===== src/inc/hs_test_regs.svh =====
`ifndef HS_TEST_REGS_SVH
`define HS_TEST_REGS_SVH

// Clock and link rates used to turn bit times into clock cycles
`define CLK_MHZ          10
`define HS_MBPS          480

// Response window, in high-speed bit times
`define RSP_KEEP_BT      736
`define RSP_ABANDON_BT   816
`define RSP_KEEP_CYC     ((`RSP_KEEP_BT * `CLK_MHZ + `HS_MBPS - 1) / `HS_MBPS)
`define RSP_ABANDON_CYC  ((`RSP_ABANDON_BT * `CLK_MHZ) / `HS_MBPS)

// Inter-packet gaps, in bit times
`define RSP_MAX_IPG_BT   192
`define RSP_MAX_IPG_CYC  ((`RSP_MAX_IPG_BT * `CLK_MHZ) / `HS_MBPS)
`define MIN_IPG_BT       8
`define MIN_IPG_CYC      ((`MIN_IPG_BT * `CLK_MHZ + `HS_MBPS - 1) / `HS_MBPS)

// Gap between repeated test packets
`define PKT_GAP_MAX_US   125
`define PKT_GAP_MAX_CYC  (`PKT_GAP_MAX_US * `CLK_MHZ)
`define PKT_GAP_CYC      16

// Entry into a test mode
`define ENTRY_MAX_US     3000
`define ENTRY_MAX_CYC    (`ENTRY_MAX_US * `CLK_MHZ)
`define SETTLE_CYC       8

// Test selectors carried by the entry requests
`define SEL_NONE         8'h00
`define SEL_TEST_J       8'h01
`define SEL_TEST_K       8'h02
`define SEL_SE0_NAK      8'h03
`define SEL_PACKET       8'h04
`define SEL_FORCE_EN     8'h05

// Token and handshake encodings
`define PID_IN           8'h69
`define NAK_PKT_BITS     48
`define NAK_PKT_WIRE     48'h000000015A7F
`define TEST_PKT_BITS    522

`endif


===== src/inc/hs_test_pkg.sv =====
package hs_test_pkg;

    // Entry request, presented when the status stage completes
    typedef struct packed {
        logic       valid;
        logic       port_req;   // 1: hub port request, 0: device request
        logic [7:0] selector;
    } test_req_t;

    // Token decoded by the packet receiver
    typedef struct packed {
        logic       valid;
        logic [7:0] pid;
        logic [6:0] addr;
        logic [3:0] endp;
        logic [4:0] crc5;       // Bit 4 was first on the wire
    } token_t;

    // One wire bit of a packet, NRZ
    typedef struct packed {
        logic active;
        logic data;
    } wire_bit_t;

    // Commands to the high-speed transceiver
    typedef struct packed {
        logic hs_rx;
        logic drive_j;
        logic drive_k;
        logic tx_en;
        logic tx_bit;
    } line_drv_t;

    typedef enum logic [2:0] {
        ST_IDLE   = 3'b001,
        ST_SETTLE = 3'b010,
        ST_ACTIVE = 3'b100
    } mode_state_t;

endpackage : hs_test_pkg


===== src/verilog/hs_test_mode_ctrl.sv =====
`timescale 1ns/100ps
`include "hs_test_regs.svh"

// Summary of operation
// - An awaited reply may take 736 bit times; abandon after 816 bit times.
// - Receive-only NAK mode holds the transceiver in high-speed receive until exit.
// - Upstream port in that mode NAKs each IN token with a good CRC that arrives while no NAK is in flight.
// - Constant-J mode drives high-speed J from entry until exit.
// - Constant-K mode drives high-speed K from entry until exit.
// - Packet mode sends the test packet over and over until exit.
// - Packet opens with 32-bit sync ending in one, then DATA0 PID.
// - Then nine zero bytes, eight 0x55 bytes, eight 0x77 bytes.
// - Then 0, fifteen six-ones-plus-stuff groups, six ones: 97 data bits.
// - Then 55 data bits of stuff, ones and seven 0111111 groups.
// - Then 00111111, nine stuff-plus-0111111 groups, stuff and 0: 72 bits.
// - Leftmost bit first; fixed CRC16 and EOP close the packet.
// - Gap between test packets lies between minimum gap and 125 us.
// - Forced enable applies to downstream hub ports only, device or not.
// - Forced-enable port repeats every packet from the upstream port.
// - Disconnect detect stays live and readable while force-enabled.
// - Device request enters upstream port modes, hub port request downstream.
// - A port that is not high-speed capable refuses both entry requests.
// - The requested mode is fully in force within 3 ms of status stage.
// - Upstream exit is power cycle only; downstream exit is hub reset.
// - The NAK reply starts within 192 bit times of the token.
// - The NAK reply leaves at least 8 bit times after the token.
module hs_test_mode_ctrl #(
    parameter int ENTRY_MAX_CYC = `ENTRY_MAX_CYC
) (
    // Clock and reset
    input  wire logic                  sys_clk_i,
    input  wire logic                  rst_b_i,
    // Straps and analog status pins
    input  wire logic                  hs_capable_i,
    input  wire logic                  upstream_port_i,
    input  wire logic                  disc_det_i,
    // Requests and hub control
    input  wire hs_test_pkg::test_req_t req_i,
    input  wire logic                  hub_reset_i,
    // Receive side
    input  wire hs_test_pkg::token_t    token_i,
    input  wire hs_test_pkg::wire_bit_t up_rx_i,
    input  wire logic                  line_active_i,
    input  wire logic                  await_rsp_i,
    // Request answers and mode status
    output logic                       req_ack_o,
    output logic                       req_stall_o,
    output logic [7:0]                 mode_o,
    output logic                       mode_ready_o,
    // Line and port status
    output hs_test_pkg::line_drv_t     line_o,
    output logic                       port_enable_o,
    output logic                       disc_status_o,
    // Response window
    output logic                       rsp_timeout_o,
    output logic                       rsp_reply_o
);

    localparam logic [3:0] SETTLE_CYC = 4'(`SETTLE_CYC);
    localparam logic [5:0] NAK_LAST   = 6'(`NAK_PKT_BITS - 1);
    localparam logic [`NAK_PKT_BITS-1:0] NAK_WIRE = `NAK_PKT_WIRE;

    // Token CRC5 over address and endpoint, returned in wire order
    function automatic logic [4:0] token_crc5(input logic [10:0] d);
        logic [4:0] c;
        logic       fb;
        c = 5'h1F;
        for (int i = 0; i < 11; i++) begin
            fb = d[i] ^ c[4];
            c  = {c[3:0], 1'b0} ^ (fb ? 5'h05 : 5'h00);
        end
        return ~c;
    endfunction : token_crc5

    // Pins pass two flops; first stage feeds only the second
    logic [2:0] pin_meta;
    logic [2:0] pin_sync;
    always_ff @(posedge sys_clk_i or negedge rst_b_i) begin
        if (!rst_b_i) begin
            pin_meta <= 3'h0;
            pin_sync <= 3'h0;
        end else begin
            pin_meta <= {disc_det_i, upstream_port_i, hs_capable_i};
            pin_sync <= pin_meta;
        end
    end

    // Straps are caught once, after the synchroniser has filled
    logic [1:0] strap_wait;
    logic       straps_ok;
    logic       hs_cap;
    logic       is_upstream;
    always_ff @(posedge sys_clk_i or negedge rst_b_i) begin
        if (!rst_b_i) begin
            strap_wait  <= 2'h0;
            straps_ok   <= 1'b0;
            hs_cap      <= 1'b0;
            is_upstream <= 1'b0;
        end else if (!straps_ok) begin
            strap_wait <= strap_wait + 2'h1;
            if (strap_wait == 2'h3) begin
                straps_ok   <= 1'b1;
                hs_cap      <= pin_sync[0];
                is_upstream <= pin_sync[1];
            end
        end
    end

    hs_test_pkg::mode_state_t st;
    hs_test_pkg::mode_state_t next_st;
    logic [7:0] sel;
    logic [3:0] settle_cnt;

    // request kind must match the port
    wire kind_ok  = req_i.port_req == !is_upstream;
    // forced enable only on downstream ports
    wire sel_ok   = (req_i.selector >= `SEL_TEST_J && req_i.selector <= `SEL_PACKET)
                  || (req_i.selector == `SEL_FORCE_EN && !is_upstream);
    wire accept   = req_i.valid && straps_ok && hs_cap && kind_ok && sel_ok && st == hs_test_pkg::ST_IDLE;
    // hub reset leaves downstream modes only
    wire exit_req = hub_reset_i && !is_upstream;
    wire active   = st == hs_test_pkg::ST_ACTIVE;
    wire in_nak   = active && sel == `SEL_SE0_NAK;
    wire in_j     = active && sel == `SEL_TEST_J;
    wire in_k     = active && sel == `SEL_TEST_K;
    wire in_pkt   = active && sel == `SEL_PACKET;
    wire in_force = active && sel == `SEL_FORCE_EN;

    // Mode sequencing; once active, only the exit action leaves
    always_comb begin
        next_st = st;
        case (st)
            hs_test_pkg::ST_IDLE: begin
                if (accept) begin
                    next_st = hs_test_pkg::ST_SETTLE;
                end
            end
            hs_test_pkg::ST_SETTLE: begin
                if (settle_cnt == SETTLE_CYC - 4'h1) begin
                    next_st = hs_test_pkg::ST_ACTIVE;
                end
            end
            hs_test_pkg::ST_ACTIVE: begin
                next_st = hs_test_pkg::ST_ACTIVE;
            end
            default: begin
                next_st = hs_test_pkg::ST_IDLE;
            end
        endcase
        if (exit_req) begin
            next_st = hs_test_pkg::ST_IDLE;
        end
    end

    always_ff @(posedge sys_clk_i or negedge rst_b_i) begin
        if (!rst_b_i) begin
            st         <= hs_test_pkg::ST_IDLE;
            sel        <= `SEL_NONE;
            settle_cnt <= 4'h0;
        end else begin
            st         <= next_st;
            settle_cnt <= (st == hs_test_pkg::ST_SETTLE) ? settle_cnt + 4'h1 : 4'h0;
            if (exit_req) begin
                sel <= `SEL_NONE;
            end else if (accept) begin
                sel <= req_i.selector;
            end
        end
    end

    // Request answers; a request while a mode is latched is stalled
    always_ff @(posedge sys_clk_i or negedge rst_b_i) begin
        if (!rst_b_i) begin
            req_ack_o   <= 1'b0;
            req_stall_o <= 1'b0;
        end else begin
            req_ack_o   <= accept && !exit_req;
            req_stall_o <= req_i.valid && !(accept && !exit_req);
        end
    end

    // good IN token on upstream port
    wire token_ok = in_nak && is_upstream && token_i.valid && token_i.pid == `PID_IN
                  && token_crc5({token_i.endp, token_i.addr}) == token_i.crc5;

    logic       nak_busy;
    logic [5:0] nak_idx;

    // reply reaches the line two cycles after token
    // A token seen during a NAK already in flight is dropped; the host retries
    always_ff @(posedge sys_clk_i or negedge rst_b_i) begin
        if (!rst_b_i) begin
            nak_busy <= 1'b0;
            nak_idx  <= 6'h00;
        end else if (!in_nak) begin
            nak_busy <= 1'b0;
            nak_idx  <= 6'h00;
        end else if (token_ok && !nak_busy) begin
            nak_busy <= 1'b1;
            nak_idx  <= 6'h00;
        end else if (nak_busy) begin
            nak_busy <= nak_idx != NAK_LAST;
            nak_idx  <= nak_idx + 6'h01;
        end
    end

    logic pkt_bit;
    logic pkt_en;
    logic pkt_start;

    test_pkt_gen u_pkt_gen (
        .sys_clk_i (sys_clk_i),
        .rst_b_i   (rst_b_i),
        .run_i     (in_pkt),
        .bit_o     (pkt_bit),
        .en_o      (pkt_en),
        .start_o   (pkt_start)
    );

    rsp_timeout u_rsp_timeout (
        .sys_clk_i     (sys_clk_i),
        .rst_b_i       (rst_b_i),
        .await_i       (await_rsp_i),
        .line_active_i (line_active_i),
        .timeout_o     (rsp_timeout_o),
        .reply_o       (rsp_reply_o)
    );

    hs_test_pkg::line_drv_t next_line;

    // Transceiver command for the latched mode; idle leaves the line alone
    always_comb begin
        next_line = '0;
        if (in_nak) begin
            next_line.hs_rx  = 1'b1;
            next_line.tx_en  = nak_busy;
            next_line.tx_bit = nak_busy & NAK_WIRE[NAK_LAST - nak_idx];
        end
        if (in_j) begin
            next_line.drive_j = 1'b1;
        end
        if (in_k) begin
            next_line.drive_k = 1'b1;
        end
        if (in_pkt) begin
            next_line.tx_en  = pkt_en;
            next_line.tx_bit = pkt_bit;
        end
        if (in_force) begin
            next_line.tx_en  = up_rx_i.active;
            next_line.tx_bit = up_rx_i.active & up_rx_i.data;
        end
    end

    // All outputs registered
    always_ff @(posedge sys_clk_i or negedge rst_b_i) begin
        if (!rst_b_i) begin
            line_o        <= '0;
            mode_o        <= `SEL_NONE;
            mode_ready_o  <= 1'b0;
            port_enable_o <= 1'b0;
            disc_status_o <= 1'b0;
        end else begin
            line_o        <= next_line;
            mode_o        <= sel;
            mode_ready_o  <= active;
            port_enable_o <= in_force;
            disc_status_o <= pin_sync[2];
        end
    end

    // Helper: cycles from acceptance to the mode being in force
    logic [15:0] entry_cnt;
    always_ff @(posedge sys_clk_i or negedge rst_b_i) begin
        if (!rst_b_i) begin
            entry_cnt <= 16'h0000;
        end else begin
            entry_cnt <= (st == hs_test_pkg::ST_SETTLE) ? entry_cnt + 16'h0001 : 16'h0000;
        end
    end

    localparam int NAK_LO = `MIN_IPG_CYC;
    localparam int NAK_HI = `RSP_MAX_IPG_CYC;

    a_nak_reply: assert property (@(posedge sys_clk_i) disable iff (!rst_b_i)
        (token_ok && !nak_busy && !exit_req) |-> ##[NAK_LO:NAK_HI] line_o.tx_en)
        else $error("NAK not started within reply gap");

    a_nak_gap: assert property (@(posedge sys_clk_i) disable iff (!rst_b_i)
        (token_ok && !nak_busy) |=> !line_o.tx_en)
        else $error("NAK sent without minimum gap");

    a_entry_limit: assert property (@(posedge sys_clk_i) disable iff (!rst_b_i)
        (st == hs_test_pkg::ST_SETTLE) |-> int'(entry_cnt) < ENTRY_MAX_CYC)
        else $error("test mode entry too slow");

    a_refuse_fs: assert property (@(posedge sys_clk_i) disable iff (!rst_b_i)
        (req_i.valid && !hs_cap) |=> req_stall_o && !req_ack_o ##1 st == hs_test_pkg::ST_IDLE)
        else $error("entry accepted without high-speed");

    a_upstream_sticky: assert property (@(posedge sys_clk_i) disable iff (!rst_b_i)
        (active && is_upstream) |=> active && $stable(sel))
        else $error("upstream test mode left without power cycle");

    a_hub_reset_exit: assert property (@(posedge sys_clk_i) disable iff (!rst_b_i)
        (exit_req && st != hs_test_pkg::ST_IDLE) |=> st == hs_test_pkg::ST_IDLE ##1 mode_o == `SEL_NONE)
        else $error("hub reset did not leave test mode");

    a_force_down: assert property (@(posedge sys_clk_i) disable iff (!rst_b_i)
        port_enable_o |-> !is_upstream && mode_o == `SEL_FORCE_EN)
        else $error("forced enable on upstream port");

    a_j_held: assert property (@(posedge sys_clk_i) disable iff (!rst_b_i)
        in_j |=> line_o.drive_j && !line_o.drive_k && !line_o.tx_en)
        else $error("J state not held");

    a_k_held: assert property (@(posedge sys_clk_i) disable iff (!rst_b_i)
        in_k |=> line_o.drive_k && !line_o.drive_j && !line_o.tx_en)
        else $error("K state not held");

    a_rx_held: assert property (@(posedge sys_clk_i) disable iff (!rst_b_i)
        in_nak |=> line_o.hs_rx && !line_o.drive_j && !line_o.drive_k)
        else $error("receive mode not held");

    a_repeat_up: assert property (@(posedge sys_clk_i) disable iff (!rst_b_i)
        (in_force && up_rx_i.active) |=> line_o.tx_en && line_o.tx_bit == $past(up_rx_i.data))
        else $error("upstream packet not repeated");

    a_pkt_restart: assert property (@(posedge sys_clk_i) disable iff (!rst_b_i)
        (in_pkt && pkt_start) |=> line_o.tx_en == 1'b0 ##1 line_o.tx_en)
        else $error("test packet not restarted");

    a_one_mode: assert property (@(posedge sys_clk_i) disable iff (!rst_b_i)
        $onehot0({in_nak, in_j, in_k, in_pkt, in_force}) && (!active || sel != `SEL_NONE))
        else $error("more than one test behaviour");

    a_disc_live: assert property (@(posedge sys_clk_i) disable iff (!rst_b_i)
        in_force |=> disc_status_o == $past(pin_sync[2]))
        else $error("disconnect status not live");

endmodule : hs_test_mode_ctrl


===== src/verilog/rsp_timeout.sv =====
`timescale 1ns/100ps
`include "hs_test_regs.svh"

module rsp_timeout (
    // Clock and reset
    input  wire logic sys_clk_i,
    input  wire logic rst_b_i,
    // Wait control
    input  wire logic await_i,
    input  wire logic line_active_i,
    // Outcome
    output logic      timeout_o,
    output logic      reply_o
);

    localparam logic [4:0] KEEP_CYC    = 5'(`RSP_KEEP_CYC);
    localparam logic [4:0] ABANDON_CYC = 5'(`RSP_ABANDON_CYC);

    logic       run;
    logic [4:0] cnt;

    wire last_cycle = run && !line_active_i && (cnt == ABANDON_CYC - 5'h01);

    // Counter restarts on every new wait; signalling ends the wait at once
    always_ff @(posedge sys_clk_i or negedge rst_b_i) begin
        if (!rst_b_i) begin
            run       <= 1'b0;
            cnt       <= 5'h00;
            timeout_o <= 1'b0;
            reply_o   <= 1'b0;
        end else begin
            timeout_o <= last_cycle && !await_i;
            reply_o   <= run && line_active_i && !await_i;
            if (await_i) begin
                run <= 1'b1;
                cnt <= 5'h00;
            end else if (run && (line_active_i || last_cycle)) begin
                run <= 1'b0;
            end else if (run) begin
                cnt <= cnt + 5'h01;
            end
        end
    end

    a_keep_alive: assert property (@(posedge sys_clk_i) disable iff (!rst_b_i)
        $rose(timeout_o) |-> $past(cnt) >= KEEP_CYC - 5'h01)
        else $error("response wait abandoned too early");

    a_abandon_bound: assert property (@(posedge sys_clk_i) disable iff (!rst_b_i)
        (last_cycle && !await_i) |=> timeout_o && !run)
        else $error("response wait not abandoned at limit");

endmodule : rsp_timeout


===== src/verilog/test_pkt_gen.sv =====
`timescale 1ns/100ps
`include "hs_test_regs.svh"

module test_pkt_gen (
    // Clock and reset
    input  wire logic sys_clk_i,
    input  wire logic rst_b_i,
    // Control
    input  wire logic run_i,
    // Wire bit stream
    output logic      bit_o,
    output logic      en_o,
    output logic      start_o
);

    // packet by concatenation
    // Stuff bits are emitted as zeros, so the transceiver stuffer stays off
    localparam logic [`TEST_PKT_BITS-1:0] PKT = {
        {3{8'h00}}, 8'h01,                      // SYNC
        8'hC3,                                  // DATA0 PID
        {9{8'h00}},
        {8{8'h55}},
        {8{8'h77}},
        1'h0, {15{7'h7E}}, 6'h3F,
        1'h0, 7'h7E, {7{8'h7E}},
        8'h3F, {9{8'h3F}}, 2'h0,
        16'h6D73,                               // CRC16
        8'h7F                                   // EOP
    };
    localparam logic [9:0] LAST_BIT = 10'(`TEST_PKT_BITS - 1);
    localparam logic [9:0] GAP_CYC  = 10'(`PKT_GAP_CYC);

    logic       sending;
    logic [9:0] idx;

    wire pkt_end = sending && (idx == LAST_BIT);
    wire gap_end = !sending && (idx == GAP_CYC - 10'h001);

    // endless repetition
    // Index walks the packet, then is reused to time the gap
    always_ff @(posedge sys_clk_i or negedge rst_b_i) begin
        if (!rst_b_i) begin
            sending <= 1'b0;
            idx     <= 10'h000;
            bit_o   <= 1'b0;
            en_o    <= 1'b0;
            start_o <= 1'b0;
        end else if (!run_i) begin
            sending <= 1'b0;
            idx     <= 10'h000;
            bit_o   <= 1'b0;
            en_o    <= 1'b0;
            start_o <= 1'b0;
        end else begin
            en_o    <= sending;
            bit_o   <= sending ? PKT[LAST_BIT - idx] : 1'b0;
            start_o <= gap_end;
            if (pkt_end || gap_end) begin
                sending <= !sending;
                idx     <= 10'h000;
            end else begin
                idx <= idx + 10'h001;
            end
        end
    end

    a_gap_window: assert property (@(posedge sys_clk_i) disable iff (!rst_b_i)
        (run_i && $fell(en_o)) |-> !en_o ##[1:1000] (en_o || !run_i))
        else $error("test packet gap out of range");

    a_sync_first: assert property (@(posedge sys_clk_i) disable iff (!rst_b_i)
        (run_i && sending && idx == 10'h01F) |=> bit_o && en_o)
        else $error("sync pattern does not end in one");

endmodule : test_pkt_gen

===== config.mk =====
export PLATFORM = sky130hd
export DESIGN_NAME = hs_test_mode_ctrl
export DESIGN_NICKNAME = d
export VERILOG_FILES = /design/src/inc/hs_test_pkg.sv /design/src/verilog/hs_test_mode_ctrl.sv /design/src/verilog/rsp_timeout.sv /design/src/verilog/test_pkt_gen.sv
export VERILOG_INCLUDE_DIRS = /design/src /design/src/inc
export SDC_FILE = /design/constraint.sdc
export NUM_CORES = 1
export LEC_CHECK = 0
export ABC_AREA = 1
export BUFFER_PORTS_ARGS = -buffer_cell sky130_fd_sc_hd__clkbuf_2
export CORE_AREA = 2 2 100 102
export DETAILED_ROUTE_END_ITERATION = 16
export DIE_AREA = 0 0 102 104
export PLACE_DENSITY_LB_ADDON = 0.3
export SKIP_LAST_GASP = 1
export SLEW_MARGIN = 20
export SYNTH_ARGS = -nofsm -noshare
export SYNTH_HDL_FRONTEND = slang
export SYNTH_SLANG_ARGS = --single-unit

===== constraint.sdc =====
create_clock -name sys_clk_i -period 3.5 [get_ports sys_clk_i]
set_input_delay 0.875 -clock sys_clk_i [delete_from_list [all_inputs] [get_ports sys_clk_i]]
set_output_delay 0.875 -clock sys_clk_i [all_outputs]
set_load 0.1 [all_outputs]

# [Yosys cells after proc, flatten, opt, wreduce, memory -nomap -nowiden]
# Memory sizes are Yosys's and may differ from the RTL's.
# Index checks and enable logic that the tools add are counted.
[op_classes] n_addsub=7 n_lt_le_gt_ge=4 n_eq_ne=23 n_mux=46 n_bitwise=25 reduce_logical=44
[ops] operator="XOR 5 x 3 -> 5 bit" count=10
[ops] operator="two-way mux 3 bit" count=14
[ops] operator="logical AND 1 bit" count=28
[ops] operator="== test 8 x 3 -> 1 bit, second input constant" count=3
[ops] operator="two-way mux 10 bit" count=2
[ops] operator="two-way mux 6 bit" count=3
[ops] operator="two-way mux 1 bit" count=17
[ops] operator="== test 8 x 2 -> 1 bit, second input constant" count=2
[ops] operator="two-way mux 8 bit" count=2
[ops] operator="two-way mux 5 bit" count=3
[ops] operator="< comparator 10 x 11 -> 1 bit, second input constant" count=1
[ops] operator="adder 10 x 1 -> 10 bit, second input constant" count=1
[ops] operator="== test 10 bit, second input constant" count=1
[ops] operator="== test 10 x 4 -> 1 bit, second input constant" count=1
[ops] operator="subtractor 10 bit, first input constant" count=1
[ops] operator="XOR 1 bit" count=10
[ops] operator="one-hot mux 3 bit (3 select lines)" count=1
[ops] operator="== test 8 x 1 -> 1 bit, second input constant" count=1
[ops] operator="== test 8 x 7 -> 1 bit, second input constant" count=1
[ops] operator="greater-or-equal comparator 8 x 1 -> 1 bit, second input constant" count=1
[ops] operator="less-or-equal comparator 8 x 3 -> 1 bit, second input constant" count=1
[ops] operator="logical NOT 1 bit" count=7
[ops] operator="< comparator 6 x 7 -> 1 bit, second input constant" count=1
[ops] operator="adder 6 x 1 -> 6 bit, second input constant" count=1
[ops] operator="25 further kinds" count=36
[word_totals] register_bits=72 mem_bits_ro=1088 word_cells=181 mem_count=2
[memory_table] memory="(name not given)" depth=1024 word_bits=1 read_ports=1 rd_clocked_by_memory_dff=0 write_ports=0 line="test_pkt_gen.sv:56" source="bit_o <= sending ? PKT[LAST_BIT - idx] : 1'b0;"
[memory_table] memory="(name not given)" depth=64 word_bits=1 read_ports=1 rd_clocked_by_memory_dff=0 write_ports=0 line="hs_test_mode_ctrl.sv:237" source="next_line.tx_bit = nak_busy & NAK_WIRE[NAK_LAST - nak_idx];"

# [Logic depth before layout (Yosys ltp)]
[logic_depth] ltp_word=38 mapped_depth=16

# [Modules after synthesis]
# A second synthesis with hierarchy kept.
[unflattened] cells_unflattened=583 hier_area_um2=4369.2
[by_module_without_submodules] module="hs_test_mode_ctrl" instances=1 cells_each=302 area_each_um2=2492.4
[by_module_without_submodules] module="test_pkt_gen" instances=1 cells_each=230 area_each_um2=1417.6
[by_module_without_submodules] module="rsp_timeout" instances=1 cells_each=51 area_each_um2=459.2

# [Worst setup path after synthesis]
# OpenSTA, ideal clock, no wires.
[synth_timing] kind="register -> register" startpoint="register u_pkt_gen.idx[1]" endpoint="register u_pkt_gen.bit_o" setup_time_ns=0.118 t_arrival_ns=1.878 required_ns=3.382 slack_ns=1.504 path_stages_with_launch=14 period_less_slack_ns=1.996 path_cell_list="dfrtp_1 inv_1 ha_1 buf_2 o21ai_0 nand2_1 o21ai_1 nand2_1 nand2_1 nor2_1 o21ai_1 nand2_1 a21oi_1 nor2_1"
[synth_via] elab_chain_len=5
[synth_rtl] element="start, declared" line="test_pkt_gen.sv:34" source="logic [9:0] idx;"
[synth_rtl] element="start signal, assigned" line="test_pkt_gen.sv:62" source="idx <= idx + 10'h001;"
[synth_rtl] element="subtractor 10 bit" line="test_pkt_gen.sv:56"
[synth_rtl] element="memory read (1024 x 1 bit)"
[synth_rtl] element="two-way mux 1 bit (implied by the code)" line="test_pkt_gen.sv:56"
[synth_rtl] element="two-way mux 1 bit" line="test_pkt_gen.sv:56"
[synth_rtl] element="two-way mux 1 bit" line="test_pkt_gen.sv:48" source="end else if (!run_i) begin"
[synth_rtl] element="end signal, assigned" line="test_pkt_gen.sv:56"
[synth_rtl] element="end, declared" line="test_pkt_gen.sv:11" source="output logic bit_o,"
# Every way passes these cells. The select of a mux whose other input is x is not followed.
# A chain may end at the register's enable or synchronous reset.

# [Worst setup path in the final report]
# Same ends and word-level chain as after synthesis.

==> results_dict.tcl <==
set metrics [dict create \
    cts-root-buf "clkbuf_8" \
    yosys_register_bits 72 \
    fin_skew_ns 0.00629 \
    slew_headroom_pct 42.2 \
    cts_tree "done" \
    yosysMostFrequentCell "nand2_1" \
    setup_violations 0 \
    rsz0062_at_grt "no" \
    p_leak_nw 2.63 \
    die_area_sq_um 10600 \
    multiInputGateArea_sq_um 2010 \
    crit_path_end_kind "flop" \
    status "complete, no violations" \
    dp_hpwl_mm 6.29 \
    worst_setup_path_start_kind "flop" \
    yosys_warnings 0 \
    tightestPinTransition_ns 0.866 \
    met2_usage_pct 27.8 \
    final_util_pct 50.4 \
    syn_nets 607 \
    post-route-period-util_pct 65.3 \
    die_h_um 104 \
    synth.cells.most_frequent "159 x nand2_1, 79 x inv_1, 71 x dfrtp_1, 54 x nand3_1, 53 x nor2_1" \
    area_delta_synth_final_pct 15.5 \
    fmax_ghz 0.438 \
    hold_buffers 0 \
    cts-buffers-inserted 9 \
    use_met3_pct 4.10 \
    path_class "flop to flop" \
    h-tree-depth 3 \
    synth-main-ff-cell "dfrtp_1" \
    cp.arrival_ns 2.55 \
    nNetsFinal 680 \
    routed_wl_mm 8.19 \
    start_util_pct 43.7 \
    die_width_um 102 \
    gp_congestion 0.839 \
    finalCriticalPeriod_ns 2.28 \
    grt.total_usage_pct 16.6 \
    dr.pass1.iters 4 \
    syn_inst 545 \
    seqCellArea_sq_um 1800 \
    grt.busiest_layer "met2" \
    vias_per_cell 4.75 \
    num_vias 3594 \
    clkTransAtPathRegs_ns 0.09 \
    grt_max_degree 41 \
    cts_sinks 72 \
    grt_pass1_wl_mm 14.3 \
    avgSynthCellArea_sq_um 7.65 \
    insertion_delay_ns 0.36 \
    ir_drop_v 0.000193 \
    io_buffers 64 \
    ys_top_cells_by_area "dfrtp_1 43%, nand2_1 14%, inv_1 7.1%" \
    core_area_sq_um 9550 \
    cp_max_fo 9 \
    fillCellCount 947 \
    overflow 0 \
    grt_pass1_vias 3427 \
    yosys.area.top_type "dfrtp_1" \
    ys_async_sr_fraction_pct 100 \
    grt_use_met1_pct 20.9 \
    clk_path_buf_depth 2 \
    drc 0 \
    antenna_found_initial 0 \
    drv_slew 0 \
    ys_seq_area_share_pct 43.2 \
    post-cts-setup-buffers 0 \
    ant_nets 0 \
    hold_viol 0 \
    std_cell_rows 36 \
    power_density_nw_per_um2 338 \
    drt_iter0_markers 117 \
    synth_top_area_share_pct 42.6 \
    drive_above_1_share_pct 17.3 \
    antennaDiodeCount 0 \
    drv_cap 0 \
    synth_edf_count 0 \
    required_ns 3.76 \
    ios 65 \
    wire_per_inst_um 10.8 \
    yosys.cell_types.count 40 \
    hp-class "flop to flop" \
    cts_resized 0 \
    synth_area_sq_um 4170 \
    fin_tns_setup_ns 0 \
]
[cells by family after synthesis]
logic type                 share of synthesized area (%)
and+or+nand+nor                                     31.7
buffers and inverters                               8.46
DFF                                                 43.2
AOI/OAI and AO/OA                                   6.81
adders and majority gates                           5.10
xor gates and xnor gates                            4.17
muxes                                              0.540
[worst max-delay path, cell delays in order, from the launching register on]
cell     delay (ns)
dfrtp_1        0.53
inv_1          0.16
ha_1           0.35
nand2_2        0.17
inv_1          0.08
nor2_4         0.18
nand2_1        0.08
o21ai_0        0.09
nand2_1        0.08
nand3_1        0.08
nand3_1        0.06
o21ai_1        0.08
nand2_1        0.06
a21oi_1        0.13
nor2_1         0.05
[per-stage QoR]
| stage | setup WS [ns] | std cells | area [sq um] | hold WS [ns] | power (mW) |
|---|---|---|---|---|---|
| after floorplan | 1.50 | 545 | 4170 | 0.331 | 0.954 |
| after global placement | 1.25 | 740 | 4630 | 0.343 | 1.02 |
| after detailed placement | 1.17 | 740 | 4630 | 0.336 | 1.02 |
| after CTS | 1.25 | 756 | 4820 | 0.364 | 1.66 |
| after global routing | 0.933 | 756 | 4820 | 0.366 | 1.71 |
| final | 1.22 | 756 | 4820 | 0.360 | 1.63 |
[cells in the final DEF (no fill, tap or decap), types with 4 or more instances in the layout]
| cell | netlist | final |
|---|---|---|
| nand2_2 | 5 | 5 |
| nand4_1 | 7 | 7 |
| ha_1 | 17 | 17 |
| inv_2 | 4 | 4 |
| nand3_1 | 54 | 54 |
| nor2_1 | 53 | 53 |
| clkbuf_8 | 1 | 9 |
| nor3_1 | 13 | 13 |
| inv_1 | 79 | 79 |
| o21ai_1 | 5 | 5 |
| dfrtp_1 | 71 | 71 |
| xor2_1 | 10 | 10 |
| o21ai_0 | 20 | 20 |
| a21oi_1 | 11 | 11 |
| nand2_1 | 159 | 159 |
| clkbuf_2 | 0 | 63 |
[final cells by class]
class | count | share of cell area (%)
Multi-Input combinational cell | 386 | 41.8
Sequential cell | 72 | 37.4
Timing Repair Buffer | 66 | 6.96
Inverter | 83 | 6.47
Tap cell | 133 | 3.45
Clock buffer | 9 | 2.57
Clock inverter | 7 | 1.30
[worst paths after layout]
kind / endpoint / depth (start not counted) / from / slack, ns
min in group asynchronous: u_rsp_timeout.cnt[1] / 1 / rst_b_i / 0.62
max in group asynchronous: port_enable_o / 2 / rst_b_i / 2.11
min reg2reg: disc_status_o / 0 / pin_sync[2] / 0.36
max: u_pkt_gen.bit_o / 14 / u_pkt_gen.idx[1] / 1.22
min: disc_status_o / 0 / pin_sync[2] / 0.36
max reg2reg: u_pkt_gen.bit_o / 14 / u_pkt_gen.idx[1] / 1.22
[sequential cells by signal, indices dropped and copies added (netlist names), 2 cells and up]
signal             cells
u_pkt_gen.idx         10
mode_o                 8
sel                    8
nak_idx                6
line_o                 5
u_rsp_timeout.cnt      5
settle_cnt             4
pin_meta               3
pin_sync               3
st                     3
strap_wait             2
[report_power, final]
| part | leakage (nW) | total, mW | internal, mW | switching, mW |
|---|---|---|---|---|
| clock network | 0.0923 | 0.627 | 0.270 | 0.357 |
| logic | 1.57 | 0.152 | 0.0526 | 0.0994 |
| registers | 0.969 | 0.849 | 0.843 | 0.00597 |
| total | 2.63 | 1.63 | 1.17 | 0.463 |
[per-layer routing]
layer  vias up  share of wire (%)
met4         0                1.5
met1      1628                 46
met3        18                4.1
met2        80                 48
li1       1868                  -
met5         -                  0
(Power assumes the default switching activity.)
